$ cat config.mk
export PLATFORM = sky130hd
export DESIGN_NAME = indicator_blink_and_rail_config_regs
export DESIGN_NICKNAME = d
export VERILOG_FILES = /design/src/indicator_blink_and_rail_config_regs_pkg.sv /design/src/indicator_blink_and_rail_config_regs.sv
export VERILOG_INCLUDE_DIRS = /design/src
export SDC_FILE = /design/constraint.sdc
export NUM_CORES = 1
export LEC_CHECK = 0
export BUFFER_PORTS_ARGS = -buffer_cell sky130_fd_sc_hd__buf_2
export CAP_MARGIN = 5
export CORE_ASPECT_RATIO = 1.5
export CORE_MARGIN = 5
export CORE_UTILIZATION = 55
export CTS_CLUSTER_DIAMETER = 100
export DETAILED_ROUTE_END_ITERATION = 7
export PLACE_DENSITY = 0.74
export SETUP_SLACK_MARGIN = 0.1
export SYNTH_ARGS = -nofsm -noshare
export SYNTH_HDL_FRONTEND = slang
export SYNTH_SLANG_ARGS = --single-unit
$ cat constraint.sdc
create_clock -name clk_sys -period 5.6 [get_ports clk_sys]
set_input_delay 1.12 -clock clk_sys [delete_from_list [all_inputs] [get_ports clk_sys]]
set_output_delay 1.12 -clock clk_sys [all_outputs]
set_load 0.01 [all_outputs]
$ cat src/indicator_blink_and_rail_config_regs_defines.svh
// Register offsets, field positions, reset values and timing figures.
`ifndef INDICATOR_BLINK_AND_RAIL_CONFIG_REGS_DEFINES_SVH
`define INDICATOR_BLINK_AND_RAIL_CONFIG_REGS_DEFINES_SVH

// Register offsets.
`define ADDR_PG_ON 8'h08
`define ADDR_PG_PER 8'h09
`define ADDR_B_ON 8'h0a
`define ADDR_B_PER 8'h0b
`define ADDR_IO_CFG 8'h0c
`define ADDR_PROC_CFG 8'h0d

// Reset values; strap bits are loaded after reset release.
`define RST_PG_ON 8'h00
`define RST_PG_PER 8'h00
`define RST_B_ON 8'h00
`define RST_B_PER 8'h00
`define RST_IO_CFG 8'h32
`define RST_PROC_CFG 8'h60
`define RD_UNMAPPED 8'h00

// Indicator register fields.
`define BIT_SEL 7
`define TIME_HI 6
`define TIME_LO 0

// I/O rail converter register fields.
`define BIT_FFORCE 7
`define UVLO_HI 6
`define UVLO_LO 5
`define BIT_SUPPLY_SEL 4
`define BIT_SLEEP_EN 3
`define BIT_IO_DISCH 2
`define IO_CODE_HI 1
`define IO_CODE_LO 0
`define BIT_IO_STRAP 0

// Processor rail converter register fields.
`define BIT_PROC_OFF_LP 7
`define PROC_CODE_HI 6
`define PROC_CODE_LO 4
`define PROC_LP_HI 3
`define PROC_LP_LO 2
`define BIT_MOTOR 1
`define BIT_PROC_DISCH 0
`define BIT_PROC_STRAP 4

// Timing figures.
`define CLK_PERIOD_NS 40
`define TICK_MS 10
`define NS_PER_MS 1000000
`define ON_STEP_MS 10
`define PER_STEP_MS 100

`endif

$ cat src/indicator_blink_and_rail_config_regs_pkg.sv
// Types shared by the indicator and rail configuration register bank.
package indicator_blink_and_rail_config_regs_pkg;

    // Gray-ordered indicator behaviour: charger, blink, on, off.
    typedef enum logic [1:0] {
        IND_CHARGER = 2'h0,
        IND_BLINK = 2'h1,
        IND_ON = 2'h3,
        IND_OFF = 2'h2
    } ind_mode_t;

    typedef logic [7:0] reg_byte_t;
    typedef logic [10:0] tick_count_t;

endpackage

$ cat src/indicator_blink_and_rail_config_regs.sv
// Indicator blink generators and step-down converter configuration registers.
`timescale 1ns/1ps
`include "indicator_blink_and_rail_config_regs_defines.svh"

module indicator_blink_and_rail_config_regs #(
    parameter int TICK_CYCLES = `TICK_MS * `NS_PER_MS / `CLK_PERIOD_NS
) (
    // Clock, reset and clock enable.
    input wire logic clk_sys,
    input wire logic resetn,
    input wire logic clkEn,
    // Register port from the serial interface.
    input wire logic regWrEn,
    input wire logic [7:0] regAddr,
    input wire logic [7:0] regWrData,
    output logic [7:0] regRdData,
    // Device pins and charger status.
    input wire logic sleepReqPin,
    input wire logic ioRailStrap,
    input wire logic procRailStrap,
    input wire logic chargerPgOn,
    // Open-drain indicator pins.
    output logic pgPinOut,
    output logic pgPinOe,
    output logic indBPinOut,
    output logic indBPinOe,
    // Converter controls.
    output logic fixedFreqForce,
    output logic [1:0] uvloSel,
    output logic lowPowerMode,
    output logic waitMode,
    output logic ioRailEnable,
    output logic ioRailDischarge,
    output logic [1:0] ioRailCode,
    output logic procRailEnable,
    output logic procRailDischarge,
    output logic [2:0] procRailCode,
    output logic motorDrive
);
    import indicator_blink_and_rail_config_regs_pkg::*;

    localparam int TW = $clog2(TICK_CYCLES + 1);
    localparam tick_count_t ON_STEP = 11'(`ON_STEP_MS / `TICK_MS);
    localparam tick_count_t PER_STEP = 11'(`PER_STEP_MS / `TICK_MS);

    ////////////////////////////////////////////////////////////////////////
    // Helper functions.

    function automatic tick_count_t stepTicks(input logic [6:0] field,
                                              input tick_count_t step);
        logic [21:0] prod;
        prod = ({15'h0000, field} + 22'h000001) * {11'h000, step};
        stepTicks = prod[10:0];
    endfunction

    function automatic tick_count_t nextPhase(input tick_count_t phase,
                                              input tick_count_t period);
        tick_count_t inc;
        inc = phase + 11'h001;
        if (inc >= period) begin
            nextPhase = 11'h000;
        end else begin
            nextPhase = inc;
        end
    endfunction

    function automatic ind_mode_t decodeMode(input logic hi, input logic lo,
                                             input logic chargerAllowed);
        unique case ({hi, lo})
            2'h0: decodeMode = chargerAllowed ? IND_CHARGER : IND_OFF;
            2'h1: decodeMode = IND_BLINK;
            2'h2: decodeMode = IND_OFF;
            2'h3: decodeMode = IND_ON;
        endcase
    endfunction

    function automatic logic indicatorLit(input ind_mode_t mode,
                                          input logic chargerOn,
                                          input tick_count_t phase,
                                          input tick_count_t onTicks);
        unique case (mode)
            IND_CHARGER: indicatorLit = chargerOn;
            IND_BLINK: indicatorLit = (phase < onTicks);
            IND_ON: indicatorLit = 1'b1;
            IND_OFF: indicatorLit = 1'b0;
        endcase
    endfunction

    ////////////////////////////////////////////////////////////////////////
    // Register file.

    reg_byte_t pgOn_r, pgOn_nxt;
    reg_byte_t pgPer_r, pgPer_nxt;
    reg_byte_t bOn_r, bOn_nxt;
    reg_byte_t bPer_r, bPer_nxt;
    reg_byte_t ioCfg_r, ioCfg_nxt;
    reg_byte_t procCfg_r, procCfg_nxt;
    logic strapDone_r, strapDone_nxt;

    always_comb begin
        pgOn_nxt = pgOn_r;
        pgPer_nxt = pgPer_r;
        bOn_nxt = bOn_r;
        bPer_nxt = bPer_r;
        ioCfg_nxt = ioCfg_r;
        procCfg_nxt = procCfg_r;
        strapDone_nxt = 1'b1;
        // Straps are caught once, on the first enabled edge after release,
        // so the reset itself only ever loads constants.
        if (!strapDone_r) begin
            ioCfg_nxt[`BIT_IO_STRAP] = ioRailStrap;
            procCfg_nxt[`BIT_PROC_STRAP] = procRailStrap;
        end else if (regWrEn) begin
            unique case (regAddr)
                `ADDR_PG_ON: pgOn_nxt = regWrData;
                `ADDR_PG_PER: pgPer_nxt = regWrData;
                `ADDR_B_ON: bOn_nxt = regWrData;
                `ADDR_B_PER: bPer_nxt = regWrData;
                `ADDR_IO_CFG: ioCfg_nxt = regWrData;
                `ADDR_PROC_CFG: procCfg_nxt = regWrData;
                default: ;
            endcase
        end
    end

    always_ff @(posedge clk_sys or negedge resetn) begin
        if (!resetn) begin
            pgOn_r <= `RST_PG_ON;
            pgPer_r <= `RST_PG_PER;
            bOn_r <= `RST_B_ON;
            bPer_r <= `RST_B_PER;
            ioCfg_r <= `RST_IO_CFG;
            procCfg_r <= `RST_PROC_CFG;
            strapDone_r <= 1'b0;
        end else if (clkEn) begin
            pgOn_r <= pgOn_nxt;
            pgPer_r <= pgPer_nxt;
            bOn_r <= bOn_nxt;
            bPer_r <= bPer_nxt;
            ioCfg_r <= ioCfg_nxt;
            procCfg_r <= procCfg_nxt;
            strapDone_r <= strapDone_nxt;
        end
    end

    ////////////////////////////////////////////////////////////////////////
    // Read port, one cycle behind the address.

    reg_byte_t rdData_r, rdData_nxt;

    always_comb begin
        unique case (regAddr)
            `ADDR_PG_ON: rdData_nxt = pgOn_r;
            `ADDR_PG_PER: rdData_nxt = pgPer_r;
            `ADDR_B_ON: rdData_nxt = bOn_r;
            `ADDR_B_PER: rdData_nxt = bPer_r;
            `ADDR_IO_CFG: rdData_nxt = ioCfg_r;
            `ADDR_PROC_CFG: rdData_nxt = procCfg_r;
            default: rdData_nxt = `RD_UNMAPPED;
        endcase
    end

    always_ff @(posedge clk_sys or negedge resetn) begin
        if (!resetn) begin
            rdData_r <= `RD_UNMAPPED;
        end else if (clkEn) begin
            rdData_r <= rdData_nxt;
        end
    end

    assign regRdData = rdData_r;

    ////////////////////////////////////////////////////////////////////////
    // Ten-millisecond tick shared by both blink generators.

    logic [TW-1:0] tickCnt_r, tickCnt_nxt;
    logic tick_r, tick_nxt;

    always_comb begin
        tick_nxt = 1'b0;
        if (tickCnt_r == TW'(TICK_CYCLES - 1)) begin
            tickCnt_nxt = '0;
            tick_nxt = 1'b1;
        end else begin
            tickCnt_nxt = tickCnt_r + TW'(1);
        end
    end

    always_ff @(posedge clk_sys or negedge resetn) begin
        if (!resetn) begin
            tickCnt_r <= '0;
            tick_r <= 1'b0;
        end else if (clkEn) begin
            tickCnt_r <= tickCnt_nxt;
            tick_r <= tick_nxt;
        end
    end

    ////////////////////////////////////////////////////////////////////////
    // Blink generators.

    ind_mode_t pgMode, bMode;
    tick_count_t pgOnTicks, pgPerTicks, bOnTicks, bPerTicks;
    tick_count_t pgPhase_r, pgPhase_nxt;
    tick_count_t bPhase_r, bPhase_nxt;

    assign pgMode = decodeMode(pgOn_r[`BIT_SEL], pgPer_r[`BIT_SEL],
                               1'b1);
    assign bMode = decodeMode(bOn_r[`BIT_SEL], bPer_r[`BIT_SEL], 1'b0);
    assign pgOnTicks = stepTicks(pgOn_r[`TIME_HI:`TIME_LO], ON_STEP);
    assign pgPerTicks = stepTicks(pgPer_r[`TIME_HI:`TIME_LO],
                                  PER_STEP);
    assign bOnTicks = stepTicks(bOn_r[`TIME_HI:`TIME_LO], ON_STEP);
    assign bPerTicks = stepTicks(bPer_r[`TIME_HI:`TIME_LO], PER_STEP);

    // Outside blink mode the phase is held at zero, so a fresh blink opens at phase zero, with an on-time
    // short of full only by the elapsed part of the free-running tick, instead of a random slice of the period.
    always_comb begin
        pgPhase_nxt = pgPhase_r;
        bPhase_nxt = bPhase_r;
        if (pgMode != IND_BLINK) begin
            pgPhase_nxt = 11'h000;
        end else if (tick_r) begin
            pgPhase_nxt = nextPhase(pgPhase_r, pgPerTicks);
        end
        if (bMode != IND_BLINK) begin
            bPhase_nxt = 11'h000;
        end else if (tick_r) begin
            bPhase_nxt = nextPhase(bPhase_r, bPerTicks);
        end
    end

    always_ff @(posedge clk_sys or negedge resetn) begin
        if (!resetn) begin
            pgPhase_r <= 11'h000;
            bPhase_r <= 11'h000;
        end else if (clkEn) begin
            pgPhase_r <= pgPhase_nxt;
            bPhase_r <= bPhase_nxt;
        end
    end

    ////////////////////////////////////////////////////////////////////////
    // Sleep request decode and converter controls.

    logic sleepReq, lowPwr, waitReq;
    logic procOff;
    logic pgLit_nxt, bLit_nxt;
    logic pgOe_r, bOe_r, pinLow_r;
    logic fForce_r, lpMode_r, waitMode_r, ioEn_r, ioDis_r;
    logic procEn_r, procDis_r, motor_r;
    logic [1:0] uvlo_r, ioCode_r;
    logic [2:0] procCode_r, procCode_nxt;

    assign sleepReq = sleepReqPin & ioCfg_r[`BIT_SLEEP_EN];
    assign lowPwr = sleepReq & ioCfg_r[`BIT_SUPPLY_SEL];
    assign waitReq = sleepReq & ~ioCfg_r[`BIT_SUPPLY_SEL];
    assign procOff = lowPwr & procCfg_r[`BIT_PROC_OFF_LP];

    always_comb begin
        pgLit_nxt = indicatorLit(pgMode, chargerPgOn, pgPhase_r, pgOnTicks);
        bLit_nxt = indicatorLit(bMode, 1'b0, bPhase_r, bOnTicks);
        if (lowPwr) begin
            procCode_nxt = {1'b0,
                procCfg_r[`PROC_LP_HI:`PROC_LP_LO]};
        end else begin
            procCode_nxt = procCfg_r[`PROC_CODE_HI:`PROC_CODE_LO];
        end
    end

    // Every output leaves through a flop, so the pins see two cycles of
    // latency after a register write and one after a sleep pin change.
    always_ff @(posedge clk_sys or negedge resetn) begin
        if (!resetn) begin
            pgOe_r <= 1'b0;
            bOe_r <= 1'b0;
            pinLow_r <= 1'b0;
            fForce_r <= 1'b0;
            uvlo_r <= 2'h0;
            lpMode_r <= 1'b0;
            waitMode_r <= 1'b0;
            ioEn_r <= 1'b0;
            ioDis_r <= 1'b0;
            ioCode_r <= 2'h0;
            procEn_r <= 1'b0;
            procDis_r <= 1'b0;
            procCode_r <= 3'h0;
            motor_r <= 1'b0;
        end else if (clkEn) begin
            pgOe_r <= pgLit_nxt;
            bOe_r <= bLit_nxt;
            pinLow_r <= 1'b0;
            fForce_r <= ioCfg_r[`BIT_FFORCE];
            uvlo_r <= ioCfg_r[`UVLO_HI:`UVLO_LO];
            lpMode_r <= lowPwr;
            waitMode_r <= waitReq;
            ioEn_r <= ~waitReq;
            ioDis_r <= ioCfg_r[`BIT_IO_DISCH] & waitReq;
            ioCode_r <= ioCfg_r[`IO_CODE_HI:`IO_CODE_LO];
            procEn_r <= ~waitReq & ~procOff;
            procDis_r <= procCfg_r[`BIT_PROC_DISCH] &
                (waitReq | procOff);
            procCode_r <= procCode_nxt;
            motor_r <= procCfg_r[`BIT_MOTOR];
        end
    end

    assign pgPinOe = pgOe_r;
    assign pgPinOut = pinLow_r;
    assign indBPinOe = bOe_r;
    assign indBPinOut = pinLow_r;
    assign fixedFreqForce = fForce_r;
    assign uvloSel = uvlo_r;
    assign lowPowerMode = lpMode_r;
    assign waitMode = waitMode_r;
    assign ioRailEnable = ioEn_r;
    assign ioRailDischarge = ioDis_r;
    assign ioRailCode = ioCode_r;
    assign procRailEnable = procEn_r;
    assign procRailDischarge = procDis_r;
    assign procRailCode = procCode_r;
    assign motorDrive = motor_r;

endmodule

# After elaboration in Yosys (flattened, before gate mapping)
# Index checks and enable logic that the tools add are counted.
# word_totals
ff_bits,115
latchBits,0
ram_bits,0
romBits,0
input_bits,24
out_inout_bits,27
word_cells,113
mem_count,0
# op_classes
add_sub_neg,7
multipliers,2
div,0
order_cmp,4
eq_ne,24
shift,0
mux,20
n_bitwise,11
reduce_logical,18
# ops
cell,count
11-bit two-way mux,6
"8-bit by 4-bit equality test with 1-bit output, second input constant",6
8-bit one-hot mux with 6 select lines,1
"7-bit by 1-bit adder with 8-bit output, second input constant",4
4-bit AND reduction,6
"11-bit by 1-bit adder with 11-bit output, second input constant",2
11-bit greater-or-equal comparator,2
11-bit by 8-bit less-than comparator with 1-bit output,2
"8-bit by 3-bit multiplier with 10-bit output, second input constant",2
"18-bit by 1-bit adder with 18-bit output, second input constant",1
"18-bit equality test, second input constant",1
18-bit two-way mux,1
"2-bit equality test, second input constant",8
5-bit two-way mux,2
"2-bit by 1-bit equality test with 1-bit output, second input constant",4
2-bit logical NOT,4
"2-bit by 1-bit inequality test with 1-bit output, second input constant",4
2-bit one-hot mux with 4 select lines,1
1-bit AND,7
2-bit one-hot mux with 3 select lines,1
3-bit AND reduction,2
1-bit two-way mux,5
1-bit one-hot mux with 4 select lines,1
2-bit AND reduction,2
7 further kinds,11

# Logic depth before layout (Yosys ltp)
# logic_depth
ltp_word,6
mapped_depth,17

# Worst setup path after synthesis
# OpenSTA, ideal clock, no wires.
# synth_path
kind,register to register
start,register bPer_r[0]
end,register bPhase_r[10]
arrival_time_ps,3903
required_time_ps,5534
slack_ps,1631
path_stages_with_launch,18
period_less_slack_ps,3969
path_cell_list,dfrtp_1 ha_1 nand3_1 xnor2_1 ha_1 fa_1 a21o_1 a21oi_1 o21bai_1 a21oi_1 xor2_1 ha_1 and4_1 or3_1 a211oi_1 o21a_1 clkbuf_1 a22o_1
# synth_between
elab_chain_len,6
# synth_lines
element,line_no,rtl
from (decl),indicator_blink_and_rail_config_regs.sv:95,"reg_byte_t bPer_r, bPer_nxt;"
from (signal assigned),indicator_blink_and_rail_config_regs.sv:131,bPer_r <= `RST_B_PER;
from (signal assigned),indicator_blink_and_rail_config_regs.sv:139,bPer_r <= bPer_nxt;
7-bit by 1-bit adder with 8-bit output,indicator_blink_and_rail_config_regs.sv:52,"prod = ({15'h0000, field} + 22'h000001) * {11'h000, step};"
8-bit by 3-bit multiplier with 10-bit output,indicator_blink_and_rail_config_regs.sv:52,
11-bit greater-or-equal comparator,indicator_blink_and_rail_config_regs.sv:60,if (inc >= period) begin
11-bit two-way mux,indicator_blink_and_rail_config_regs.sv:60,
11-bit two-way mux,indicator_blink_and_rail_config_regs.sv:228,end else if (tick_r) begin
11-bit two-way mux,indicator_blink_and_rail_config_regs.sv:226,if (bMode != IND_BLINK) begin
to (signal assigned),indicator_blink_and_rail_config_regs.sv:239,bPhase_r <= bPhase_nxt;
to (decl),indicator_blink_and_rail_config_regs.sv:205,"tick_count_t bPhase_r, bPhase_nxt;"
# No other way between the ends. The select of a mux whose other input is x is not followed.
# A chain may end at the register's enable or synchronous reset.

# Worst setup path in the final report
# layout_path
start,register bPer_r[0]
end,register bPhase_r[6]
# Same word-level chain as after synthesis.

==> impl_results.md <==
* Asr flop ratio synth at 1.00
* Hold slack at 0.486 ns
* Hold-fix buffers at CTS at 0
* RSZ-0062 raised after global routing: no
* Simple-gate share of the synthesized area at 0.152
* Vias at 5591
* PortBufs at 48
* Area occupied by multi-input gates at 0.00410 mm2
* Mean Syn Cell Area at 10.4 um2
* Ranking of synthesized cells by area: dfrtp_1 (38%), ha_1 (11%), mux2_2 (8.5%)
* DP Worst Slack at 1.29 ns
* Setup ws final at 1.19 ns
* Slew Limit Fails at 0
* Critical Path Start: bPer_r[0]
* Delay of the slowest critical-path stage at 0.48 ns
* Post-layout nets at 834
* CP Max Fanout at 9
* CP Capture Type: flip-flop
* Reg2Reg Setup Slack at 1.19 ns
* Main combinational cell family by area after synthesis: simple AND/OR/NAND/NOR gates
* Largest net degree at the start of global routing at 75
* Most used DFF post-synth: dfrtp_1
* Cell Count, Final, Fillers Out at 916
* CP dominant cell by count: ha_1
* MaxCap Viol Count at 0
* Antenna violations before repair at 1
* HP Class: reg -> reg
* GP Congestion at 0.905
* Count of flip-flops with a built-in enable after synthesis at 0
* Slew @ Worst Pin at 1.25 ns
* Sequential area share after synthesis at 0.401
* Relative max-transition margin at 0.158
* Dpl cells at 883
* Reg area at 0.00288 mm2
* Clk buf depth at 2
* VDD IR-drop max at 0.000163 V
* CTS clk-pin slew, worst paths at 0.06 ns
* Crit path required time at 5.94 ns
* Antenna-violating nets left at 0
* Vert. Die Dim at 150 um
* Setup-failing EPs final at 0
* Synth Area in Compound Gates at 0.118
* Slowest CP cell: fa_1
* Crit path cell chain: ha_1 -> nand3_1 -> xnor2_1 -> ha_1 -> fa_1 -> a21o_1 -> a21oi_1 -> o21bai_1 -> a21oi_1 -> xor2_1 -> ha_1 -> and4_1 -> or3_1 -> a211oi_1 -> o21a_1 -> a22o_1
* Pwr Density at 268 mW/mm2
* Setup_tns at 0 ns
* # Post-CTS Setup Buffers at 0
* Peak Freq at 227 MHz
* Post-cts sizing count at 0
* Top-area cell type share of the netlist area at 0.383
* Clock Skew at 0.00700 ns
* Pre-antenna DRT Iters at 5
* Crit path DAT at 4.74 ns
* First-pass GRT wire length at 29200 um
* Clock root buffer: clkbuf_16
* Clock latency at the later pin of the worst-skew pair at 0.41 ns
* Layout cell share with drive strength beyond 1 at 0.205
* CTS tree: built
* # rows at 51
* H-tree depth at 4
* Post-Syn Instances at 694
* Clock sink total at 115
* FF-to-FF Start: bPer_r[0]
* Crit path launch type: flip-flop
* Horiz. Die Dim at 103 um
* Pleak at 0.00398 uW
* Post-layout min period at 4.41 ns
* Vias in the first global route at 5744
* IO Pins at 51
* Die area at 0.0155 mm2
* P&R area growth vs syn at 13.7%
* Post-synth top area cell: dfrtp_1
* Initial DRC count at 383
* Yosys cell types at 62
* Core area at 0.0129 mm2
* Final cycle utilization of the critical path at 0.787
* Tot GR Track Use at 0.242
* Final hold viol count at 0
* Yosys warns at 0
* Total global routing overflow at 0
* Synthesized cell area at 0.00719 mm2
* HP Start: tickCnt_r[11]
* Total of fill cells in the finished design at 1015
* Vias per inst at 6.10
* Dpl hpwl at 13300 um
* # DRC at 0
* Initial Util at 0.558
* Multiplexer share of the synthesized area at 0.108
* Post-synthesis adder-cell area fraction at 0.119
* CTS Buf Count at 17
* XOR/XNOR share of the synthesized area at 0.0719
* Critical path type: reg -> reg
* Outcome: completed
* Yosys reg bits at 115
* DR WL/cell at 19.3 um
* WL final at 17700 um
## where the power goes
group	total (uW)	switching [uW]	internal (uW)
Sequential	906	40.1	866
Combinational	172	102	69.5
Clock	1110	406	705
## routing by layer
| layer | wire (um) | up-vias | GRT usage |
|---|---|---|---|
| met5 | 0 | - | 0 |
| met4 | 714 | 0 | 0.112 |
| met3 | 763 | 41 | 0.0429 |
| met2 | 9360 | 156 | 0.421 |
| met1 | 6860 | 2747 | 0.283 |
| li1 | - | 2647 | - |
## cell families after synthesis
| group | after synthesis |
|---|---|
| xor gates and xnor gates | 59 |
| other | 1 |
| and+or+nand+nor | 203 |
| adders and majority gates | 67 |
| DFF | 115 |
| AOI/OAI and AO/OA | 126 |
| buffers and inverters | 52 |
| muxes | 71 |
## cell usage in the layout, fill, tap and decap left out, types with 4 or more instances in the layout
cell type  count
dfrtp_1      110
ha_1          65
mux2_2        54
buf_2         47
nand3_1       45
nand2_1       43
nor2_1        38
o21ai_0       36
xnor2_1       30
xor2_1        29
inv_1         29
a21oi_1       25
mux2i_1       17
clkbuf_16     17
and3_1        15
a22o_1        13
nand4_1       11
a21o_1         9
nand2b_1       8
nor4_1         7
and4_1         6
nor3_1         6
or2_2          5
a221o_1        5
clkinv_4       5
buf_4          5
dfstp_2        5
nor2b_1        4
or3_1          4
a211oi_1       4
## final timing paths
check	end	cells past startpoint
min	tickCnt_r[11]	1
min reg2reg	tickCnt_r[11]	1
max	bPhase_r[6]	16
max reg2reg	bPhase_r[6]	16
max in group asynchronous	bPhase_r[0]	2
min in group asynchronous	bPhase_r[3]	1
## area by class of cell
type,instances,area share
Multi-Input combinational cell,528,0.502
Sequential cell,115,0.353
Tap cell,159,0.0243
Timing Repair Buffer,52,0.0334
Antenna cell,1,0.000306
Clock buffer,18,0.0525
Clock inverter,14,0.0217
Inverter,29,0.0133
## stage by stage
step | cell area (um2) | util | power, uW
floorplan | 7190 | - | 1020
global placement | 7570 | 0.587 | 1080
detailed placement | 7570 | 0.587 | 1090
CTS | 8170 | 0.634 | 2200
global route | 8180 | 0.634 | 2270
finish | 8180 | 0.634 | 2190
## cell usage after synthesis, drive strengths merged, types with 13 or more instances
| cell | number |
|---|---|
| a21oi | 25 |
| a22o | 13 |
| and3 | 15 |
| clkbuf | 15 |
| dfrtp | 110 |
| ha | 65 |
| inv | 29 |
| mux2 | 54 |
| mux2i | 17 |
| nand2 | 43 |
| nand3 | 46 |
| nor2 | 39 |
| o21ai | 36 |
| xnor2 | 30 |
| xor2 | 29 |
## worst max-delay path: cells and delay by family, from the launching register on
kind	cells	cell delay [ns]
AOI/OAI and AO/OA	7	1.57
adders and majority gates	4	1.29
and+or+nand+nor	3	0.66
DFF	1	0.42
xor gates and xnor gates	2	0.41
## sequential cells by signal, summed over array words and instances, names as in the netlist, 2 cells and up
signal        cells
bOn_r             8
bPer_r            8
bPhase_r         11
ioCfg_r           8
ioRailCode        2
pgOn_r            8
pgPer_r           8
pgPhase_r        11
procCfg_r         8
procRailCode      3
regRdData         8
tickCnt_r        18
uvloSel           2
Power figures use the tool's default switching activity.
